### src/rtl/tx_consts.svh
// register map, field positions and timing constants of the transmitter control block
`ifndef TX_CONSTS_SVH
`define TX_CONSTS_SVH
`define ADDR_PROFILE_ZERO 8'h0c
`define ADDR_PROFILE_ONE 8'h0d
`define ADDR_LOW_POWER_DUTY 8'h0e
`define ADDR_RAMP_RATE 8'h0f
`define ADDR_CMP_DIVIDER 8'h11
`define ADDR_CLK_SCALERS 8'h12
`define ADDR_SUPPLY_TUNING 8'h13
`define ADDR_FAULT_STATUS 8'h14
`define ADDR_TX_CONTROL 8'h15
`define RESET_BYTE 8'h00
`define RESET_SOURCE 3'h0
`define OVERRIDE_BIT 5
`define FLAG_LOCK 0
`define FLAG_VCO 1
`define FLAG_UV 2
`define SRC_REF16 2'h0
`define SRC_PRESCALE 2'h1
`define SRC_DIVIDED 2'h2
`define SRC_INVERTED 2'h3
`define LOCK_WINDOW 8'h3f
`define LOCK_LIMIT 8'h02
`define VCO_CAL_LIMIT 8'hf0
`define CLK_MHZ 250
`define SETTLE_TIME_US 100
`endif

### src/rtl/tx_pkg.sv
// types shared by the transmitter control block
package tx_pkg;
  typedef enum logic [1:0] {mode_standby, mode_settle, mode_transmit} mode_type;
  typedef struct packed {
    logic ask;
    logic high_range;
    logic [5:0] high_level_power;
  } profile_type;
  typedef struct packed {
    logic amplifier_on_state;
    logic ask;
    logic high_range;
    logic [1:0] amplifier_duty_code;
    logic [5:0] level;
  } amp_ctrl_type;
  typedef struct packed {
    logic out;
    logic oe_n;
  } pin_type;
endpackage : tx_pkg

### src/rtl/tx_power_failsafe_clockout.sv
// amplifier profile, fail-safe and clock output control of the transmitter
// Functional notes
// (RULE1) two profiles, chosen by transmit command bit
// (RULE2) profile type bit: 0 fsk, 1 ask
// (RULE3) profile range bit: 0 low, 1 high
// (RULE4) high level power for ask high, fsk
// (RULE5) low level power, zero turns amplifier off
// (RULE6) duty code output; host avoids illegal codes
// (RULE7) ramp steps every ramp-rate cycles
// (RULE8) ramp also shapes fsk amplifier start
// (RULE9) five-bit antenna tuning code at 0x13
// (RULE10) fault flags readable, cleared by write
// (RULE11) override low: fault stops amplifier
// (RULE12) flags set keep amplifier off at entry; code keeps it off only with override low, override high lets it run
// (RULE13) lock detector counts only in transmit
// (RULE14) vco calibration checked during settling interval
// (RULE15) undervoltage flag from detect until release
// (RULE16) sources 000 to 011 clock selection; 010, 011 drive static 0, 1 when off
// (RULE17) sources 100 to 111 high-z when off
// (RULE18) source field resets to 000
// (RULE19) prescaler divides by two to code
// (RULE20) comparator divides by value plus one
// (RULE21) afterscaler divides by 1,2,4,8
// (RULE22) divider chain yields bitrate strobe
// (RULE23) prescaler, comparator, afterscaler in cascade
// (RULE24) register writes refused outside standby
`timescale 1ns/1ps
`default_nettype none
`include "tx_consts.svh"
module tx_power_failsafe_clockout #(
  parameter int SETTLE_CYCLES = `SETTLE_TIME_US * `CLK_MHZ
) (
  input wire logic clk,
  input wire logic rst,
  input wire logic reg_we,
  input wire logic [7:0] reg_addr,
  input wire logic [7:0] reg_wdata,
  output logic [7:0] reg_rdata,
  input wire logic tx_cmd,
  input wire logic tx_cmd_profile,
  input wire logic tx_stop,
  input wire logic data_bit,
  input wire logic pll_ref_tick,
  input wire logic pll_fb_tick,
  input wire logic vco_cal_done,
  input wire logic [7:0] vco_cal_result,
  input wire logic supply_below_detect,
  input wire logic supply_above_release,
  output tx_pkg::amp_ctrl_type amp_ctrl,
  output logic [4:0] antenna_tuning_code,
  output logic [1:0] undervoltage_threshold_select,
  output tx_pkg::mode_type mode,
  output tx_pkg::pin_type clock_output_pin,
  output logic bitrate_strobe
);
  import tx_pkg::*;

  mode_type mode_reg, mode_next;
  logic [7:0] profile_zero_reg, profile_one_reg, low_duty_reg, ramp_rate_reg;
  logic [7:0] cmp_div_reg, scalers_reg, tuning_reg, control_reg;
  logic [2:0] flags_reg, flags_next;
  logic select_reg;
  logic [15:0] settle_cnt_reg;
  logic [7:0] ref_cnt_reg, fb_cnt_reg;
  logic uv_active_reg;
  logic [5:0] level_reg;
  logic [7:0] ramp_cnt_reg;
  logic [3:0] ref16_cnt_reg;
  logic [6:0] psc_cnt_reg;
  logic [7:0] cmp_cnt_reg;
  logic [2:0] asc_cnt_reg;
  logic psc_wave_reg, div_wave_reg, bitrate_reg;
  logic [7:0] rdata_reg;
  pin_type pin_reg;

  // register decode; writes only land in standby
  wire write_ok = reg_we && mode_reg == mode_standby; // RULE24
  wire wr_p0 = write_ok && reg_addr == `ADDR_PROFILE_ZERO;
  wire wr_p1 = write_ok && reg_addr == `ADDR_PROFILE_ONE;
  wire wr_low = write_ok && reg_addr == `ADDR_LOW_POWER_DUTY;
  wire wr_ramp = write_ok && reg_addr == `ADDR_RAMP_RATE;
  wire wr_cmp = write_ok && reg_addr == `ADDR_CMP_DIVIDER;
  wire wr_scl = write_ok && reg_addr == `ADDR_CLK_SCALERS;
  wire wr_tun = write_ok && reg_addr == `ADDR_SUPPLY_TUNING;
  wire wr_stat = write_ok && reg_addr == `ADDR_FAULT_STATUS;
  wire wr_ctl = write_ok && reg_addr == `ADDR_TX_CONTROL;

  // selected profile fields
  wire profile_type prof = select_reg ? profile_one_reg : profile_zero_reg; // RULE1
  wire [5:0] low_level_power = low_duty_reg[5:0];
  wire [1:0] amplifier_duty_code = low_duty_reg[7:6]; // RULE6
  wire [2:0] clock_output_source = scalers_reg[7:5];
  wire [2:0] prescaler_code = scalers_reg[4:2];
  wire [1:0] afterscaler_code = scalers_reg[1:0];
  wire failsafe_override = control_reg[`OVERRIDE_BIT];

  // amplifier gating by fail-safe policy
  wire fault_block = |flags_reg && !failsafe_override; // RULE11 RULE12
  wire amplifier_on_state = mode_reg == mode_transmit && !fault_block;

  // state sequence
  wire settle_done = settle_cnt_reg == 16'(SETTLE_CYCLES - 1);
  always_comb begin
    mode_next = mode_reg;
    unique case (mode_reg)
      mode_standby: if (tx_cmd) mode_next = mode_settle;
      mode_settle: begin
        if (tx_stop) mode_next = mode_standby;
        else if (settle_done) mode_next = mode_transmit;
      end
      mode_transmit: if (tx_stop) mode_next = mode_standby;
    endcase
  end

  // lock detector over a window of reference ticks
  wire in_tx = mode_reg == mode_transmit;
  wire window_end = in_tx && ref_cnt_reg == `LOCK_WINDOW;
  wire [7:0] lock_diff = ref_cnt_reg > fb_cnt_reg ? ref_cnt_reg - fb_cnt_reg
                                                 : fb_cnt_reg - ref_cnt_reg;
  wire lock_err = window_end && lock_diff > `LOCK_LIMIT; // RULE13
  wire vco_err = mode_reg == mode_settle && vco_cal_done
                 && vco_cal_result > `VCO_CAL_LIMIT; // RULE14

  // set beats the write clear
  always_comb begin
    flags_next = wr_stat ? 3'h0 : flags_reg; // RULE10
    if (lock_err) flags_next[`FLAG_LOCK] = 1'b1;
    if (vco_err) flags_next[`FLAG_VCO] = 1'b1;
    if (uv_active_reg) flags_next[`FLAG_UV] = 1'b1; // RULE15
  end

  // ramp target: ask follows data, fsk holds high level
  wire [5:0] ramp_target = !amplifier_on_state ? 6'h00
                         : (prof.ask && !data_bit) ? low_level_power // RULE2 RULE5
                         : prof.high_level_power; // RULE4
  wire ramp_step = ramp_cnt_reg + 8'h01 >= ramp_rate_reg; // RULE7

  // divider chain
  wire [6:0] psc_mask = 7'((8'h01 << prescaler_code) - 8'h01);
  wire psc_tick = (psc_cnt_reg & psc_mask) == psc_mask; // RULE19
  // at or above, so lowering the value mid-count cannot force a 256-step wrap
  wire cmp_tick = psc_tick && cmp_cnt_reg >= cmp_div_reg; // RULE20 RULE23
  wire [2:0] asc_mask = 3'((4'h1 << afterscaler_code) - 4'h1);
  wire asc_tick = cmp_tick && (asc_cnt_reg & asc_mask) == asc_mask; // RULE21

  // clock output selection
  logic sel_wave;
  always_comb begin
    unique case (clock_output_source[1:0])
      `SRC_REF16: sel_wave = ref16_cnt_reg[3];
      `SRC_PRESCALE: sel_wave = psc_wave_reg;
      `SRC_DIVIDED: sel_wave = div_wave_reg;
      `SRC_INVERTED: sel_wave = !div_wave_reg;
    endcase
  end
  pin_type pin_next;
  always_comb begin
    pin_next.oe_n = 1'b0;
    pin_next.out = sel_wave;
    if (!amplifier_on_state) begin
      if (clock_output_source[2]) pin_next.oe_n = 1'b1; // RULE17
      else if (clock_output_source[1]) pin_next.out = clock_output_source[0]; // RULE16
    end
  end

  // register readback
  logic [7:0] rd_mux;
  always_comb begin
    unique case (reg_addr)
      `ADDR_PROFILE_ZERO: rd_mux = profile_zero_reg;
      `ADDR_PROFILE_ONE: rd_mux = profile_one_reg;
      `ADDR_LOW_POWER_DUTY: rd_mux = low_duty_reg;
      `ADDR_RAMP_RATE: rd_mux = ramp_rate_reg;
      `ADDR_CMP_DIVIDER: rd_mux = cmp_div_reg;
      `ADDR_CLK_SCALERS: rd_mux = scalers_reg;
      `ADDR_SUPPLY_TUNING: rd_mux = tuning_reg;
      `ADDR_FAULT_STATUS: rd_mux = {5'h00, flags_reg}; // RULE10
      `ADDR_TX_CONTROL: rd_mux = control_reg;
      default: rd_mux = `RESET_BYTE;
    endcase
  end

  // rst stands for power-down entry
  always_ff @(posedge clk or posedge rst) begin
    if (rst) begin
      profile_zero_reg <= `RESET_BYTE;
      profile_one_reg <= `RESET_BYTE;
      low_duty_reg <= `RESET_BYTE;
      ramp_rate_reg <= `RESET_BYTE;
      cmp_div_reg <= `RESET_BYTE;
      scalers_reg <= {`RESET_SOURCE, 5'h00}; // RULE18
      tuning_reg <= `RESET_BYTE;
      control_reg <= `RESET_BYTE;
    end else begin
      if (wr_p0) profile_zero_reg <= reg_wdata;
      if (wr_p1) profile_one_reg <= reg_wdata;
      if (wr_low) low_duty_reg <= reg_wdata;
      if (wr_ramp) ramp_rate_reg <= reg_wdata;
      if (wr_cmp) cmp_div_reg <= reg_wdata;
      if (wr_scl) scalers_reg <= reg_wdata;
      if (wr_tun) tuning_reg <= reg_wdata; // RULE9
      if (wr_ctl) control_reg <= reg_wdata;
    end
  end

  always_ff @(posedge clk or posedge rst) begin
    if (rst) begin
      mode_reg <= mode_standby;
      select_reg <= 1'b0;
      settle_cnt_reg <= 16'h0000;
      flags_reg <= 3'h0;
      uv_active_reg <= 1'b0;
    end else begin
      mode_reg <= mode_next;
      if (mode_reg == mode_standby && tx_cmd) select_reg <= tx_cmd_profile; // RULE1
      settle_cnt_reg <= mode_reg == mode_settle ? settle_cnt_reg + 16'h0001 : 16'h0000;
      flags_reg <= flags_next;
      if (supply_below_detect) uv_active_reg <= 1'b1;
      else if (supply_above_release) uv_active_reg <= 1'b0;
    end
  end

  // frequencies compared only while transmitting
  always_ff @(posedge clk or posedge rst) begin
    if (rst) begin
      ref_cnt_reg <= 8'h00;
      fb_cnt_reg <= 8'h00;
    end else if (!in_tx || window_end) begin
      ref_cnt_reg <= 8'h00;
      fb_cnt_reg <= 8'h00;
    end else begin
      ref_cnt_reg <= ref_cnt_reg + 8'(pll_ref_tick);
      fb_cnt_reg <= fb_cnt_reg + 8'(pll_fb_tick);
    end
  end

  // level ramps one code per step, also from zero at start-up
  always_ff @(posedge clk or posedge rst) begin
    if (rst) begin
      level_reg <= 6'h00;
      ramp_cnt_reg <= 8'h00;
    end else if (!amplifier_on_state) begin
      level_reg <= 6'h00; // RULE11
      ramp_cnt_reg <= 8'h00;
    end else if (level_reg == ramp_target) begin
      ramp_cnt_reg <= 8'h00;
    end else if (ramp_step) begin
      level_reg <= level_reg < ramp_target ? level_reg + 6'h01 // RULE7 RULE8
                                           : level_reg - 6'h01;
      ramp_cnt_reg <= 8'h00;
    end else begin
      ramp_cnt_reg <= ramp_cnt_reg + 8'h01;
    end
  end

  always_ff @(posedge clk or posedge rst) begin
    if (rst) begin
      ref16_cnt_reg <= 4'h0;
      psc_cnt_reg <= 7'h00;
      cmp_cnt_reg <= 8'h00;
      asc_cnt_reg <= 3'h0;
      psc_wave_reg <= 1'b0;
      div_wave_reg <= 1'b0;
      bitrate_reg <= 1'b0;
    end else begin
      ref16_cnt_reg <= ref16_cnt_reg + 4'h1;
      psc_cnt_reg <= psc_cnt_reg + 7'h01;
      if (psc_tick) begin
        psc_wave_reg <= !psc_wave_reg;
        cmp_cnt_reg <= cmp_tick ? 8'h00 : cmp_cnt_reg + 8'h01;
      end
      if (cmp_tick) asc_cnt_reg <= asc_cnt_reg + 3'h1;
      if (asc_tick) div_wave_reg <= !div_wave_reg; // RULE23
      bitrate_reg <= asc_tick; // RULE22
    end
  end

  always_ff @(posedge clk or posedge rst) begin
    if (rst) begin
      pin_reg <= '{out: 1'b0, oe_n: 1'b0};
      rdata_reg <= `RESET_BYTE;
    end else begin
      pin_reg <= pin_next;
      rdata_reg <= rd_mux;
    end
  end

  assign reg_rdata = rdata_reg;
  assign clock_output_pin = pin_reg;
  assign bitrate_strobe = bitrate_reg;
  assign mode = mode_reg;
  assign antenna_tuning_code = tuning_reg[4:0]; // RULE9
  assign undervoltage_threshold_select = tuning_reg[6:5]; // RULE15
  // level of zero also means the amplifier output is off
  assign amp_ctrl = '{amplifier_on_state: amplifier_on_state && level_reg != 6'h00,
                      ask: prof.ask, high_range: prof.high_range, // RULE2 RULE3
                      amplifier_duty_code: amplifier_duty_code, level: level_reg};

  property p_write_refused;
    @(posedge clk) disable iff (rst)
    reg_we && mode_reg != mode_standby |=> $stable(profile_zero_reg) && $stable(control_reg);
  endproperty
  a_write_refused: assert property (p_write_refused) else $error("write taken outside standby"); // RULE24
  property p_flag_clear;
    @(posedge clk) disable iff (rst)
    wr_stat && !lock_err && !vco_err && !uv_active_reg |=> flags_reg == 3'h0;
  endproperty
  a_flag_clear: assert property (p_flag_clear) else $error("status write did not clear"); // RULE10
  property p_fault_off;
    @(posedge clk) disable iff (rst)
    |flags_reg && !failsafe_override |-> !amp_ctrl.amplifier_on_state ##1 level_reg == 6'h00;
  endproperty
  a_fault_off: assert property (p_fault_off) else $error("amplifier ran with fault"); // RULE11
  property p_override_runs;
    @(posedge clk) disable iff (rst)
    in_tx && failsafe_override |-> amplifier_on_state;
  endproperty
  a_override_runs: assert property (p_override_runs) else $error("override ignored"); // RULE12
  property p_lock_in_tx;
    @(posedge clk) disable iff (rst)
    $rose(flags_reg[`FLAG_LOCK]) |-> $past(mode_reg) == mode_transmit;
  endproperty
  a_lock_in_tx: assert property (p_lock_in_tx) else $error("lock flag outside transmit"); // RULE13
  property p_vco_flag;
    @(posedge clk) disable iff (rst)
    vco_err |=> flags_reg[`FLAG_VCO];
  endproperty
  a_vco_flag: assert property (p_vco_flag) else $error("calibration error lost"); // RULE14
  property p_uv_flag;
    @(posedge clk) disable iff (rst)
    supply_below_detect |=> ##1 flags_reg[`FLAG_UV];
  endproperty
  a_uv_flag: assert property (p_uv_flag) else $error("undervoltage not flagged"); // RULE15
  property p_highz;
    @(posedge clk) disable iff (rst)
    clock_output_source[2] && !amplifier_on_state |=> clock_output_pin.oe_n;
  endproperty
  a_highz: assert property (p_highz) else $error("clock pin driven while off"); // RULE17
  property p_settle_len;
    @(posedge clk) disable iff (rst)
    $rose(mode_reg == mode_transmit) |-> $past(settle_done);
  endproperty
  a_settle_len: assert property (p_settle_len) else $error("transmit before settling"); // RULE14
  c_tx: cover property (@(posedge clk) disable iff (rst) $rose(amplifier_on_state));
  c_fault: cover property (@(posedge clk) disable iff (rst) in_tx && $rose(fault_block));
  c_bitrate: cover property (@(posedge clk) disable iff (rst) bitrate_strobe);
endmodule : tx_power_failsafe_clockout
`default_nettype wire

### config.mk
export PLATFORM = sky130hd
export DESIGN_NAME = tx_power_failsafe_clockout
export DESIGN_NICKNAME = d
export VERILOG_FILES = /design/src/rtl/tx_pkg.sv /design/src/rtl/tx_power_failsafe_clockout.sv
export VERILOG_INCLUDE_DIRS = /design/src /design/src/rtl
export SDC_FILE = /design/constraint.sdc
export NUM_CORES = 1
export LEC_CHECK = 0
export ABC_CLOCK_PERIOD_IN_PS = 5200
export BUFFER_PORTS_ARGS = -buffer_cell sky130_fd_sc_hd__buf_2
export CAP_MARGIN = 30
export CORE_UTILIZATION = 61
export DETAILED_ROUTE_END_ITERATION = 16
export PLACE_DENSITY = 0.81
export SETUP_SLACK_MARGIN = 0.15
export SKIP_CTS_REPAIR_TIMING = 1
export SYNTH_ARGS = -nofsm -noshare
export SYNTH_HDL_FRONTEND = slang
export SYNTH_SLANG_ARGS = --single-unit
### constraint.sdc
create_clock -name clk -period 5.2 [get_ports clk]
set_input_delay 0.52 -clock clk [delete_from_list [all_inputs] [get_ports clk]]
set_output_delay 0.52 -clock clk [all_outputs]
set_load 0.02 [all_outputs]
==> flow_metrics.py <==
metrics = {
    "status": {
        "status": "complete, but fails checks",
        "violations": "DRC",
    },
    "drt": {
        "totalWireLength_um": 19100,
        "drt_iter0_markers": 615,
        "vias": 6373,
        "wl_per_cell_um": 17.9,
        "drc": 4,
        "vias_per_cell": 5.97,
        "firstDrtPassIters": 11,
        "ant_nets": 0,
    },
    "yosys": {
        "synth_most_common_cell": "dfrtp_1",
        "synth_fp_nets": 914,
        "ys_top_cells_by_count": "dfrtp_1 (152), nand2_1 (62), mux2_2 (60), inv_1 (56), ha_1 (54)",
        "synth_edf_count": 0,
        "yosys-top-cells-area": "dfrtp_1 (44%), ha_1 (7.8%), mux2_2 (7.8%)",
        "ys_types": 71,
        "yosysWarnings": 0,
        "syn_inst": 821,
        "synth_seq_cells": 152,
        "synthesis.area_um2": 8650,
        "synthFlopType": "dfrtp_1",
        "yosys.area.top_type": "dfrtp_1",
        "avgSynthCellArea_um2": 10.5,
        "seq_area_frac_synth": 0.439,
        "synthArstFlopShare": 1.00,
        "yosys.area.top_type_share": 0.439,
    },
    "global_route": {
        "grt_max_degree": 109,
        "grtUsageTotal": 0.279,
        "grt_pass1_wl_um": 31500,
        "antenna_found_initial": 0,
        "grt_pass1_vias": 6362,
        "overflow": 0,
    },
    "die": {
        "core-area_um2": 13900,
        "fp.dieW_um": 121,
        "initial_core_util": 0.623,
        "die_y_um": 121,
        "fp-row-count": 43,
        "io_pins": 67,
        "die_area_um2": 14700,
    },
    "sta": {
        "rsz0062_at_grt": "no",
        "fmax_mhz": 232,
        "hold_slack_ps": 74.8,
        "hold_violations": 0,
        "clock_skew_ps": 10.1,
        "post-route-min-period_ps": 4310,
        "period_share": 0.828,
        "relSlewSlack": 0.302,
        "slew_violations": 0,
        "report.final.setup_viol": 0,
        "worst_pin_slew_ps": 1040,
        "fin_tns_setup_ps": 0,
    },
    "cts": {
        "htree_levels": 4,
        "numCtsBuffers": 17,
        "cts_tree": "built",
        "cts_buffer_depth": 2,
        "cts.sinks": 152,
        "insertion_delay_ps": 420,
        "root_buffer": "clkbuf_16",
        "cts.reportedPaths.clkPinSlew_ps": 60,
    },
    "critical_path": {
        "crit_path_end_kind": "register",
        "cp.arrival_ps": 4610,
        "path_class": "register to register",
        "cp_max_fo": 12,
        "startpoint_type": "register",
        "cp.required_ps": 5500,
    },
    "placed_design": {
        "place_area_um2": 9000,
        "port_buffers": 66,
        "detailed_place_hpwl_um": 13400,
        "placed_cells": 1033,
        "gp_congestion": 0.925,
    },
    "run": {
        "maxCapViolCount": 0,
    },
    "finish": {
        "largest_register_ffs": 16,
        "n_fill_cell": 1038,
        "final_cell_count_no_fill": 1067,
        "multi_input_area_um2": 4420,
        "ff_latch_area_um2": 3800,
        "drive_gt1_frac": 0.204,
        "fin_area_um2": 9620,
        "final_nets": 966,
        "area_delta_synth_final_pct": 11.1,
    },
    "pwr": {
        "leakage_nw": 4.76,
        "power.total_mw": 3.05,
        "ir_worst_vdd_v": 0.000263,
        "power.density_nw_per_um2": 317,
    },
    "min_path": {
        "hold_class": "primary input to asynchronous set/reset pin",
    },
}
==> through the flow <==
stage | setup WS [ps] | util
floorplan | 587 | -
global placement | 1220 | 0.649
detailed placement | 969 | 0.649
CTS | 987 | 0.691
global route | 526 | 0.693
finish | 892 | 0.693
==> placed cells by master (no fill, tap or decap), types with 3 or more instances in the layout <==
master / netlist / final
a211oi_1: 4 / 4
a21boi_0: 6 / 6
a21o_1: 11 / 11
a21oi_1: 34 / 34
a221o_1: 6 / 6
a22o_1: 4 / 4
a22oi_1: 9 / 9
and2_1: 14 / 14
and3_1: 13 / 13
buf_2: 9 / 66
clkbuf_16: 0 / 17
clkinv_2: 0 / 4
dfrtp_1: 152 / 152
fa_1: 3 / 3
ha_1: 54 / 54
inv_1: 56 / 55
mux2_2: 60 / 60
mux2i_1: 8 / 8
mux4_2: 8 / 8
nand2_1: 62 / 62
nand2b_1: 6 / 6
nand3_1: 35 / 35
nand4_1: 8 / 8
nor2_1: 43 / 43
nor2b_1: 16 / 16
nor3_1: 10 / 10
nor4_1: 5 / 5
o211ai_1: 4 / 4
o21a_1: 3 / 3
o21ai_0: 44 / 44
o21bai_1: 5 / 5
o31ai_1: 4 / 4
or3_1: 8 / 8
xnor2_1: 32 / 32
xor2_1: 17 / 17
==> power breakdown <==
group	total [mW]	internal (mW)	switching (mW)
clock	1.22	0.732	0.487
combinational	0.462	0.201	0.261
sequential	1.37	1.27	0.0961
==> worst max-delay path, cell delays in order (launching register included) <==
cell	delay [ps]
dfrtp_1	600
mux2_2	250
nor2b_1	570
nand2_1	100
o21ai_0	90
nand2_1	80
ha_1	310
a2111oi_0	430
a21oi_1	280
ha_1	370
a211oi_1	280
o21bai_1	120
a21oi_1	190
xnor2_1	160
a31oi_1	110
a41o_1	240
==> worst paths after layout <==
path                                      from          endpoint  slack, ps  depth (start not counted)
max                                 select_reg      level_reg[5]        890                         15
min                                        rst   ramp_cnt_reg[1]         70                          2
max reg2reg                         select_reg      level_reg[5]        890                         15
min reg2reg                   ref16_cnt_reg[0]  ref16_cnt_reg[0]        460                          1
max in group asynchronous                  rst    control_reg[0]       3890                          4
min in group clk           supply_below_detect     uv_active_reg        280                          2
==> cells by family after synthesis <==
family	Yosys count	synth area share
multiplexers	76	0.108
flip-flops	152	0.439
XOR/XNOR	49	0.0496
buffers and inverters	92	0.0503
AO/OA/AOI/OAI	160	0.128
adder cells (fa/ha/maj)	57	0.0850
AND/OR/NAND/NOR	235	0.139
==> final cells by class <==
| cell class | count | share of cell area |
|---|---|---|
| multi-input combinational | 577 | 0.459 |
| inverter | 56 | 0.0224 |
| sequential | 152 | 0.396 |
| clock buffer | 21 | 0.0479 |
| clock inverter | 11 | 0.0126 |
| timing repair buffer | 69 | 0.0388 |
| tap | 180 | 0.0234 |
| antenna | 1 | 0.000260 |
==> per-layer routing <==
| metal | global-route usage | share of wire |
|---|---|---|
| met1 | 0.377 | 0.45 |
| met2 | 0.452 | 0.49 |
| met3 | 0.0625 | 0.054 |
| met4 | 0.0818 | 0.0099 |
| met5 | 0 | 0 |
Power figures use the tool's default switching activity.
